<file path="config.mk">
export PLATFORM = sky130hd
export DESIGN_NAME = rms_radio_flat
export DESIGN_NICKNAME = d
export VERILOG_FILES = /design/src/design/rms_pkg.sv /design/src/design/rms_link_if.sv /design/src/design/rms_radio.sv /design/src/flat_wrapper.sv
export SDC_FILE = /design/constraint.sdc
export NUM_CORES = 1
export LEC_CHECK = 0
export BUFFER_PORTS_ARGS = -buffer_cell sky130_fd_sc_hd__clkbuf_2
export CORE_MARGIN = 5
export CORE_UTILIZATION = 45
export DETAILED_ROUTE_END_ITERATION = 6
export PLACE_DENSITY_LB_ADDON = 0.1
export SETUP_SLACK_MARGIN = 0.5
export SYNTH_ARGS = -nofsm -noshare
export SYNTH_HDL_FRONTEND = slang
export SYNTH_SLANG_ARGS = --single-unit
export TNS_END_PERCENT = 50
</file>
<file path="constraint.sdc">
create_clock -name aclk -period 5.6 [get_ports aclk]
set_input_delay 0.56 -clock aclk [delete_from_list [all_inputs] [get_ports aclk]]
set_output_delay 0.56 -clock aclk [all_outputs]
set_load 0.005 [all_outputs]
</file>
<file path="src/design/rms_pkg.sv">
package rms_pkg;

  typedef enum logic [2:0] {
    RMS_POR,
    RMS_PDOWN,
    RMS_STBY1,
    RMS_STBY2,
    RMS_SETTLE,
    RMS_TX,
    RMS_RX
  } rms_mode_t;

  typedef enum logic [1:0] {
    RMS_H_IDLE,
    RMS_H_SEL,
    RMS_H_END
  } rms_hstate_t;

  localparam int unsigned CLK_MHZ      = 250;
  localparam int unsigned T_POR_US     = 1000;
  localparam int unsigned T_SETTLE_US  = 130;
  localparam int unsigned T_RPD_US     = 40;
  localparam int unsigned T_CE_MIN_US  = 10;
  localparam int unsigned T_CSN_US     = 4;
  localparam int unsigned T_WAKE_US    = 1500;
  localparam int unsigned T_TX_MAX_US  = 4000;
  localparam int unsigned T_PKT_US     = 40;

  localparam int unsigned POR_CYC      = T_POR_US * CLK_MHZ;
  localparam int unsigned SETTLE_CYC   = T_SETTLE_US * CLK_MHZ;
  localparam int unsigned RPD_CYC      = T_RPD_US * CLK_MHZ;
  localparam int unsigned CE_MIN_CYC   = T_CE_MIN_US * CLK_MHZ;
  localparam int unsigned CE_PULSE_CYC = CE_MIN_CYC + 1;
  localparam int unsigned CSN_CYC      = T_CSN_US * CLK_MHZ;
  localparam int unsigned WAKE_CYC     = T_WAKE_US * CLK_MHZ;
  localparam int unsigned TX_MAX_CYC   = T_TX_MAX_US * CLK_MHZ;
  localparam int unsigned PKT_CYC      = T_PKT_US * CLK_MHZ;

  localparam logic [1:0] TX_DEPTH = 2'h3;
  localparam logic [1:0] RX_DEPTH = 2'h3;

  localparam int unsigned CFG_POWER_UP_BIT  = 0;
  localparam int unsigned CFG_PRIMARY_RECEIVE_SELECT = 1;
  localparam int unsigned CFG_AUTO    = 2;
  localparam int unsigned CFG_RATE_LO = 3;

  localparam logic [1:0] RATE_1M   = 2'h0;
  localparam logic [1:0] RATE_2M   = 2'h1;
  localparam logic [1:0] RATE_250K = 2'h2;

  localparam logic [4:0] A_CTRL = 5'h00;
  localparam logic [4:0] A_CMD  = 5'h04;
  localparam logic [4:0] A_TXD  = 5'h08;
  localparam logic [4:0] A_RXD  = 5'h0c;
  localparam logic [4:0] A_STAT = 5'h10;

  localparam int unsigned CMD_PULSE = 0;
  localparam int unsigned CMD_HOLD  = 1;

  localparam int unsigned ST_MODE_LO = 0;
  localparam int unsigned ST_TXN_LO  = 3;
  localparam int unsigned ST_RXN_LO  = 5;
  localparam int unsigned ST_RPD     = 7;
  localparam int unsigned ST_WAKE    = 8;
  localparam int unsigned ST_BUSY    = 9;
  localparam int unsigned ST_CE      = 10;

  localparam logic [1:0] RESP_OKAY   = 2'h0;
  localparam logic [1:0] RESP_SLVERR = 2'h2;

endpackage

</file>
<file path="src/design/rms_link_if.sv">
`timescale 1ns/100ps
interface rms_link_if;
  logic                ce;
  logic                csn;
  logic                cfg_we;
  logic [7:0]          cfg_wdata;
  logic                tx_we;
  logic [31:0]         tx_wdata;
  logic                rx_re;
  logic [31:0]         rx_rdata;
  logic [1:0]          rx_count;
  logic [1:0]          tx_count;
  rms_pkg::rms_mode_t  mode;
  logic                received_power_flag;

  modport dev (input ce, csn, cfg_we, cfg_wdata, tx_we, tx_wdata, rx_re,
               output rx_rdata, rx_count, tx_count, mode, received_power_flag);
  modport host (output ce, csn, cfg_we, cfg_wdata, tx_we, tx_wdata, rx_re,
                input rx_rdata, rx_count, tx_count, mode, received_power_flag);
endinterface

</file>
<file path="src/design/rms_radio.sv">
// The AXI4-Lite interface to the registers and the placing of the registers were chosen for this implementation.
`timescale 1ns/100ps
// What this block does
// - Hold reset after supply, then power down.
// - Power down keeps registers, interface stays usable.
// - Power-up bit low forces power down.
// - Power-up bit high enters standby-I.
// - Active only with chip enable high.
// - Transmitter with empty FIFO idles in standby-II.
// - Upload in standby-II starts settling at once.
// - Packet commits when chip select returns high.
// - Receive needs power-up, receive-select, chip enable.
// - Valid packet stored; dropped when FIFO full.
// - Receive holds until host changes mode.
// - Power flag after filtered 40us detection.
// - Transmit needs payload and long enable pulse.
// - After packet: standby-I, next, or standby-II.
// - Continuous transmit never exceeds 4ms. The radio ends transmit at TX_MAX_CYC only with the auto bit set.
// - Held enable drains FIFO while refilled.
// - Single enable pulse sends exactly one packet.
// - Mode entry settles within 130us.
// - Pass standby; host waits wake time.
// - Host waits 4us from enable to select.
// - Air rate chosen by rate field.
// - Host reprograms configuration after power loss.
module rms_radio #(
  parameter int unsigned POR_CYC    = rms_pkg::POR_CYC,
  parameter int unsigned SETTLE_CYC = rms_pkg::SETTLE_CYC,
  parameter int unsigned RPD_CYC    = rms_pkg::RPD_CYC,
  parameter int unsigned TX_MAX_CYC = rms_pkg::TX_MAX_CYC,
  parameter int unsigned PKT_CYC    = rms_pkg::PKT_CYC
) (
  input  wire logic               aclk,
  input  wire logic               aresetn,
  rms_link_if.dev                 link,
  input  wire logic               rf_power_detect,
  input  wire logic               rx_pkt_strobe,
  input  wire logic [31:0]        rx_pkt_data,
  output logic                    air_tx_active,
  output logic [31:0]             air_tx_data,
  output logic [1:0]              air_rate,
  output rms_pkg::rms_mode_t      mode
);

  typedef struct packed {
    rms_pkg::rms_mode_t st;
    logic [31:0]        cnt;
    logic [31:0]        txon;
    logic [31:0]        ce_hi;
    logic [31:0]        rpd_cnt;
    logic               received_power_flag;
    logic               ce_s1;
    logic               ce_s2;
    logic               csn_s1;
    logic               csn_s2;
    logic               csn_q;
    logic               rfp_s1;
    logic               rfp_s2;
    logic               power_up_bit;
    logic               primary_receive_select;
    logic               auto_en;
    logic [1:0]         rate;
    logic               rx_sel;
    logic [31:0]        stage;
    logic               stage_v;
    logic [2:0][31:0]   txf;
    logic [1:0]         txn;
    logic [2:0][31:0]   rxf;
    logic [1:0]         rxn;
    logic               air_on;
    logic [31:0]        air_d;
  } rms_dev_t;

  rms_dev_t s_r;
  rms_dev_t s_nxt;

  always_comb begin
    s_nxt = s_r;
    s_nxt.cnt = s_r.cnt + 32'h1;
    s_nxt.ce_s1 = link.ce;
    s_nxt.ce_s2 = s_r.ce_s1;
    s_nxt.csn_s1 = link.csn;
    s_nxt.csn_s2 = s_r.csn_s1;
    s_nxt.csn_q = s_r.csn_s2;
    s_nxt.rfp_s1 = rf_power_detect;
    s_nxt.rfp_s2 = s_r.rfp_s1;

    // Configuration and data transfers are taken in every mode, power down included.
    if (link.cfg_we) begin
      s_nxt.power_up_bit = link.cfg_wdata[rms_pkg::CFG_POWER_UP_BIT];
      s_nxt.primary_receive_select = link.cfg_wdata[rms_pkg::CFG_PRIMARY_RECEIVE_SELECT];
      s_nxt.auto_en = link.cfg_wdata[rms_pkg::CFG_AUTO];
      s_nxt.rate = link.cfg_wdata[rms_pkg::CFG_RATE_LO +: 2];
    end
    if (link.tx_we) begin
      s_nxt.stage = link.tx_wdata;
      s_nxt.stage_v = 1'b1;
    end
    if (link.rx_re && s_r.rxn != 2'h0) begin
      s_nxt.rxf[0] = s_r.rxf[1];
      s_nxt.rxf[1] = s_r.rxf[2];
      s_nxt.rxf[2] = '0;
      s_nxt.rxn = s_r.rxn - 2'h1;
    end

    // The enable pulse length is remembered across settling so a pulse of CE_MIN_CYC cycles still counts after enable falls.
    if (s_r.ce_s2) begin
      if (s_r.ce_hi != rms_pkg::CE_MIN_CYC) begin
        s_nxt.ce_hi = s_r.ce_hi + 32'h1;
      end
    end else if (s_r.st != rms_pkg::RMS_SETTLE) begin
      s_nxt.ce_hi = '0;
    end

    case (s_r.st)
      rms_pkg::RMS_POR: begin
        if (s_r.cnt == POR_CYC - 1) begin
          s_nxt.st = rms_pkg::RMS_PDOWN;
        end
      end
      rms_pkg::RMS_PDOWN: begin
        if (s_r.power_up_bit) begin
          s_nxt.st = rms_pkg::RMS_STBY1;
        end
      end
      rms_pkg::RMS_STBY1: begin
        if (s_r.ce_s2 && (s_r.primary_receive_select || s_r.txn != 2'h0)) begin
          s_nxt.st = rms_pkg::RMS_SETTLE;
          s_nxt.cnt = '0;
          s_nxt.rx_sel = s_r.primary_receive_select;
        end
      end
      rms_pkg::RMS_STBY2: begin
        if (!s_r.ce_s2) begin
          s_nxt.st = rms_pkg::RMS_STBY1;
        end else if (s_r.txn != 2'h0) begin
          s_nxt.st = rms_pkg::RMS_SETTLE;
          s_nxt.cnt = '0;
          s_nxt.rx_sel = 1'b0;
        end
      end
      rms_pkg::RMS_SETTLE: begin
        if (s_r.cnt == SETTLE_CYC - 1) begin
          s_nxt.cnt = '0;
          s_nxt.txon = '0;
          if (s_r.rx_sel) begin
            s_nxt.st = s_r.ce_s2 ? rms_pkg::RMS_RX : rms_pkg::RMS_STBY1;
          end else if ((s_r.ce_s2 || s_r.ce_hi == rms_pkg::CE_MIN_CYC) && s_r.txn != 2'h0) begin
            s_nxt.st = rms_pkg::RMS_TX;
            s_nxt.air_on = 1'b1;
            s_nxt.air_d = s_r.txf[0];
          end else begin
            s_nxt.st = rms_pkg::RMS_STBY1;
          end
        end
      end
      rms_pkg::RMS_TX: begin
        s_nxt.txon = s_r.txon + 32'h1;
        if (s_r.auto_en && s_r.txon == TX_MAX_CYC - 1) begin
          s_nxt.st = rms_pkg::RMS_STBY1;
          s_nxt.air_on = 1'b0;
        end else if (s_r.cnt == PKT_CYC - 1) begin
          s_nxt.cnt = '0;
          s_nxt.txf[0] = s_r.txf[1];
          s_nxt.txf[1] = s_r.txf[2];
          s_nxt.txf[2] = '0;
          s_nxt.txn = s_r.txn - 2'h1;
          if (!s_r.ce_s2) begin
            s_nxt.st = rms_pkg::RMS_STBY1;
            s_nxt.air_on = 1'b0;
          end else if (s_r.txn > 2'h1) begin
            s_nxt.air_d = s_r.txf[1];
          end else begin
            s_nxt.st = rms_pkg::RMS_STBY2;
            s_nxt.air_on = 1'b0;
          end
        end
      end
      rms_pkg::RMS_RX: begin
        if (!s_r.ce_s2) begin
          s_nxt.st = rms_pkg::RMS_STBY1;
        end else if (!s_r.primary_receive_select) begin
          s_nxt.st = rms_pkg::RMS_SETTLE;
          s_nxt.cnt = '0;
          s_nxt.rx_sel = 1'b0;
        end
        if (rx_pkt_strobe && s_nxt.rxn != rms_pkg::RX_DEPTH) begin
          s_nxt.rxf[s_nxt.rxn] = rx_pkt_data;
          s_nxt.rxn = s_nxt.rxn + 2'h1;
        end
      end
      default: begin
        s_nxt.st = rms_pkg::RMS_POR;
      end
    endcase

    // A commit after the pop above still sees the freed slot.
    // A word staged in this very cycle stays pending for the next select frame.
    if (s_r.stage_v && s_r.csn_s2 && !s_r.csn_q) begin
      s_nxt.stage_v = link.tx_we;
      if (s_nxt.txn != rms_pkg::TX_DEPTH) begin
        s_nxt.txf[s_nxt.txn] = s_r.stage;
        s_nxt.txn = s_nxt.txn + 2'h1;
      end
    end

    // The flag follows the filtered detector in receive and is held elsewhere.
    if (s_r.st == rms_pkg::RMS_RX) begin
      if (!s_r.rfp_s2) begin
        s_nxt.rpd_cnt = '0;
        s_nxt.received_power_flag = 1'b0;
      end else if (s_r.rpd_cnt == RPD_CYC - 1) begin
        s_nxt.received_power_flag = 1'b1;
      end else begin
        s_nxt.rpd_cnt = s_r.rpd_cnt + 32'h1;
      end
    end else begin
      s_nxt.rpd_cnt = '0;
    end

    if (!s_r.power_up_bit && s_r.st != rms_pkg::RMS_POR) begin
      s_nxt.st = rms_pkg::RMS_PDOWN;
      s_nxt.air_on = 1'b0;
    end
  end

  always_ff @(posedge aclk) begin
    if (!aresetn) begin
      s_r <= '0;
      s_r.csn_s1 <= 1'b1;
      s_r.csn_s2 <= 1'b1;
      s_r.csn_q <= 1'b1;
    end else begin
      s_r <= s_nxt;
    end
  end

  assign link.rx_rdata = s_r.rxf[0];
  assign link.rx_count = s_r.rxn;
  assign link.tx_count = s_r.txn;
  assign link.mode = s_r.st;
  assign link.received_power_flag = s_r.received_power_flag;
  assign air_tx_active = s_r.air_on;
  assign air_tx_data = s_r.air_d;
  assign air_rate = s_r.rate;
  assign mode = s_r.st;

endmodule // rms_radio

</file>
<file path="src/flat_wrapper.sv">
// flat-port wrapper written by rule: the top's interface ports become plain ports
module rms_radio_flat 
#(
  parameter int unsigned POR_CYC    = rms_pkg::POR_CYC,
  parameter int unsigned SETTLE_CYC = rms_pkg::SETTLE_CYC,
  parameter int unsigned RPD_CYC    = rms_pkg::RPD_CYC,
  parameter int unsigned TX_MAX_CYC = rms_pkg::TX_MAX_CYC,
  parameter int unsigned PKT_CYC    = rms_pkg::PKT_CYC
)
  (aclk, aresetn, rf_power_detect, rx_pkt_strobe, rx_pkt_data, air_tx_active, air_tx_data, air_rate, mode, link_ce, link_csn, link_cfg_we, link_cfg_wdata, link_tx_we, link_tx_wdata, link_rx_re, link_rx_rdata, link_rx_count, link_tx_count, link_mode, link_received_power_flag);
  rms_link_if link_i ();
  input  wire logic aclk;
  input  wire logic aresetn;
  input  wire logic rf_power_detect;
  input  wire logic rx_pkt_strobe;
  input  wire logic [31:0] rx_pkt_data;
  output logic air_tx_active;
  output logic [31:0] air_tx_data;
  output logic [1:0] air_rate;
  output rms_pkg::rms_mode_t mode;
  input wire logic [$bits(link_i.ce)-1:0] link_ce;
  input wire logic [$bits(link_i.csn)-1:0] link_csn;
  input wire logic [$bits(link_i.cfg_we)-1:0] link_cfg_we;
  input wire logic [$bits(link_i.cfg_wdata)-1:0] link_cfg_wdata;
  input wire logic [$bits(link_i.tx_we)-1:0] link_tx_we;
  input wire logic [$bits(link_i.tx_wdata)-1:0] link_tx_wdata;
  input wire logic [$bits(link_i.rx_re)-1:0] link_rx_re;
  output wire logic [$bits(link_i.rx_rdata)-1:0] link_rx_rdata;
  output wire logic [$bits(link_i.rx_count)-1:0] link_rx_count;
  output wire logic [$bits(link_i.tx_count)-1:0] link_tx_count;
  output wire logic [$bits(link_i.mode)-1:0] link_mode;
  output wire logic [$bits(link_i.received_power_flag)-1:0] link_received_power_flag;
  assign link_i.ce = link_ce;
  assign link_i.csn = link_csn;
  assign link_i.cfg_we = link_cfg_we;
  assign link_i.cfg_wdata = link_cfg_wdata;
  assign link_i.tx_we = link_tx_we;
  assign link_i.tx_wdata = link_tx_wdata;
  assign link_i.rx_re = link_rx_re;
  assign link_rx_rdata = link_i.rx_rdata;
  assign link_rx_count = link_i.rx_count;
  assign link_tx_count = link_i.tx_count;
  assign link_mode = link_i.mode;
  assign link_received_power_flag = link_i.received_power_flag;
  rms_radio #(.POR_CYC(POR_CYC), .SETTLE_CYC(SETTLE_CYC), .RPD_CYC(RPD_CYC), .TX_MAX_CYC(TX_MAX_CYC), .PKT_CYC(PKT_CYC)) u_core (.aclk(aclk), .aresetn(aresetn), .link(link_i), .rf_power_detect(rf_power_detect), .rx_pkt_strobe(rx_pkt_strobe), .rx_pkt_data(rx_pkt_data), .air_tx_active(air_tx_active), .air_tx_data(air_tx_data), .air_rate(air_rate), .mode(mode));
endmodule
</file>
==> results_dict.tcl <==
set metrics [dict create \
    synthArstFlopShare_pct 0 \
    critPathMaxStageDelay_ns 0.80 \
    fin_area_mm2 0.0219 \
    nets 2405 \
    swShare_pct 22.3 \
    p_int_mw 4.90 \
    synth_edf_count 0 \
    drt_iter0_drc 1375 \
    core_area_mm2 0.0440 \
    path_cells "nor4b_1 > nand4_1 > nor4_2 > buf_4 > nor2_4 > buf_4 > a211oi_4 > buf_4 > a22o_1" \
    clkTransAtPathRegs_ns 0.06 \
    grt_antenna_before_repair 0 \
    critPathSlowestCell "a211oi_4" \
    syn_inst 2362 \
    synth_seq_cells 407 \
    ant_nets 0 \
    cts_max_path_buffers 3 \
    drc 0 \
    path_buf_inv 3 \
    die-area_mm2 0.0486 \
    dr.pass1.iters 5 \
    layout_common_cells "405 x dfxtp_1, 226 x nand2_1, 224 x nor2_1, 154 x clkbuf_2, 136 x mux2i_1" \
    routed_wl_um 52800 \
    rows 77 \
    cts_sinks 407 \
    slew_violations 0 \
    via_per_inst 5.89 \
    timing.setup.tns_ns 0 \
    fp.dieH_um 220 \
    cp_common_cell "buf_4" \
    post_cts_buffers 0 \
    path_class "reg -> reg" \
    path_delay_family "buffers and inverters" \
    sequentialPowerShare_pct 46.9 \
    max_slew_margin_pct 19.2 \
    drive_gt1_share_pct 12.8 \
    dpl.hpwl_um 31000 \
    syn_nets 2455 \
    wl_per_cell_um 18.0 \
    final_common_cell "dfxtp_1" \
    cap_viol_max_count 0 \
    crit_fanout 74 \
    finalHoldViolCount 0 \
    ys.flop_type "dfxtp_1" \
    power_mw 6.31 \
    syn_area_mm2 0.0199 \
    endpoint_kind "flip-flop" \
    initial_utilization_pct 45.3 \
    synth_area_per_cell_um2 8.44 \
    route.vias.total 17300 \
    insertion_delay_ns 0.57 \
    synth_top_area_share_pct 40.9 \
    fmax_ghz 0.253 \
    pwr_density_cell_mw_per_mm2 288 \
    ios 159 \
    die_w_um 220 \
    hold_class "in -> reg" \
    grt_pass1_vias 16400 \
    grt_usage_pct 21.2 \
    min_period_over_period_pct 70.6 \
    n_antenna_cell 0 \
    cts_buffers 47 \
    rsz0062_at_grt "false" \
    synth.yosys.warnings 0 \
    yosys-top-cells-area "dfxtp_1 41%, mux2i_1 6.9%, nand2_1 4.3%" \
    yosysTopAreaCell "dfxtp_1" \
    p_leak_nw 7.89 \
    p_comb_share_pct 4.6 \
    finalClockSkew_ns 0.0105 \
    cts_tree "built" \
    gp_congestion 0.830 \
    portBuffers 155 \
    pwr-share-clk_pct 48.6 \
    cts_resized 0 \
    period_needed_ns 3.95 \
    peakVddDrop_v 0.000212 \
    gr-total-overflow 0 \
    crit_required_ns 6.10 \
    finalSetupViolCount 0 \
    p_switching_mw 1.41 \
    grt_max_degree 89 \
    cts_htree_levels 2 \
    cts_root_buffer "clkbuf_16" \
    synthDistinctLibCells 69 \
    cts_hold_buffers 0 \
    status "finished clean" \
    placed_cell_area_mm2 0.0204 \
    worstPathArrival_ns 4.46 \
    ys_seq_area_share_pct 40.9 \
    area_delta_synth_final_pct 9.93 \
    worstMarginPinSlew_ns 1.20 \
    start_kind "flip-flop" \
    grt_pass1_wl_um 86500 \
]
registers in the layout (all words and copies together), names as in the netlist:
| register | count |
|---|---|
| u_core.air_rate | 2 |
| u_core.air_tx_active | 1 |
| u_core.air_tx_data | 32 |
| u_core.link.mode | 3 |
| u_core.link.received_power_flag | 1 |
| u_core.link.rx_count | 2 |
| u_core.link.rx_rdata | 32 |
| u_core.link.tx_count | 2 |
| u_core.s_nxt | 4 |
| u_core.s_r | 328 |
kinds of logic after synthesis:
logic type / count (synthesis) / share of synthesized area (%)
flip-flops: 407 / 40.9
buffers and inverters: 311 / 7.58
AND/OR/NAND/NOR: 920 / 24.0
XOR/XNOR: 69 / 3.03
adder cells (fa/ha/maj): 12 / 0.753
AO/OA/AOI/OAI: 501 / 16.5
multiplexers: 142 / 7.16
power groups by stage:
| stage | combinational [mW] | sequential [mW] | clock [mW] |
|---|---|---|---|
| floorplan | 0.204 | 3.01 | 0 |
| global placement | 0.284 | 3.02 | 0 |
| detailed placement | 0.287 | 3.02 | 0 |
| CTS | 0.288 | 2.95 | 3.16 |
| global route | 0.314 | 2.96 | 3.29 |
| finish | 0.287 | 2.96 | 3.06 |
synthesized netlist by cell type (all sizes together), types with 20 or more instances:
cell type	number
nand4b	66
a211oi	80
buf	119
xor2	26
inv	26
clkbuf	166
a21oi	83
o21ai	100
nand2	228
a22o	32
mux2i	137
nand4	70
nand3	90
dfxtp	407
a31oi	68
xnor2	43
o31ai	36
nor4	91
nor2	226
o211ai	71
nor3	20
or3	25
through the flow:
stage	instances	hold WS [ns]	worst slack (ns)	util, %
finish	2937	0.206	1.65	49.8
global route	2937	0.198	1.35	49.8
CTS	2937	0.169	1.64	49.8
detailed placement	2855	0.397	1.66	46.2
global placement	2855	0.398	1.68	46.2
floorplan	2362	0.386	2.84	-
final cells by class:
| class | instances | area, um2 |
|---|---|---|
| Timing Repair Buffer | 186 | 1020 |
| Inverter | 26 | 103 |
| Clock buffer | 75 | 1460 |
| Tap cell | 592 | 741 |
| Fill cell | 4255 | 22100 |
| Multi-Input combinational cell | 1644 | 10300 |
| Clock inverter | 7 | 87.6 |
| Sequential cell | 407 | 8150 |
path summary, 6_finish.rpt:
kind / startpoint / end / slack, ns / cells after the start
worst max-delay path: u_core.s_r[351]$_SDFFE_PN0P_ / u_core.s_r[212]$_SDFF_PN0_ / 1.65 / 9
worst min-delay path: link_ce / u_core.s_nxt[273]$_SDFF_PN0_ / 0.21 / 2
worst max register to register: u_core.s_r[351]$_SDFFE_PN0P_ / u_core.s_r[212]$_SDFF_PN0_ / 1.65 / 9
worst min register to register: u_core.s_nxt[271]$_SDFF_PN1_ / u_core.s_nxt[270]$_SDFF_PN1_ / 0.42 / 1
layer usage:
| metal | vias up | wire length (um) | global-route usage (%) |
|---|---|---|---|
| met2 | 442 | 24600 | 35.4 |
| met3 | 86 | 2740 | 3.34 |
| met5 | - | 0 | 0 |
| met1 | 8313 | 24100 | 28.3 |
| li1 | 8460 | - | - |
| met4 | 0 | 1390 | 6.86 |
(Power assumes the default switching activity.)
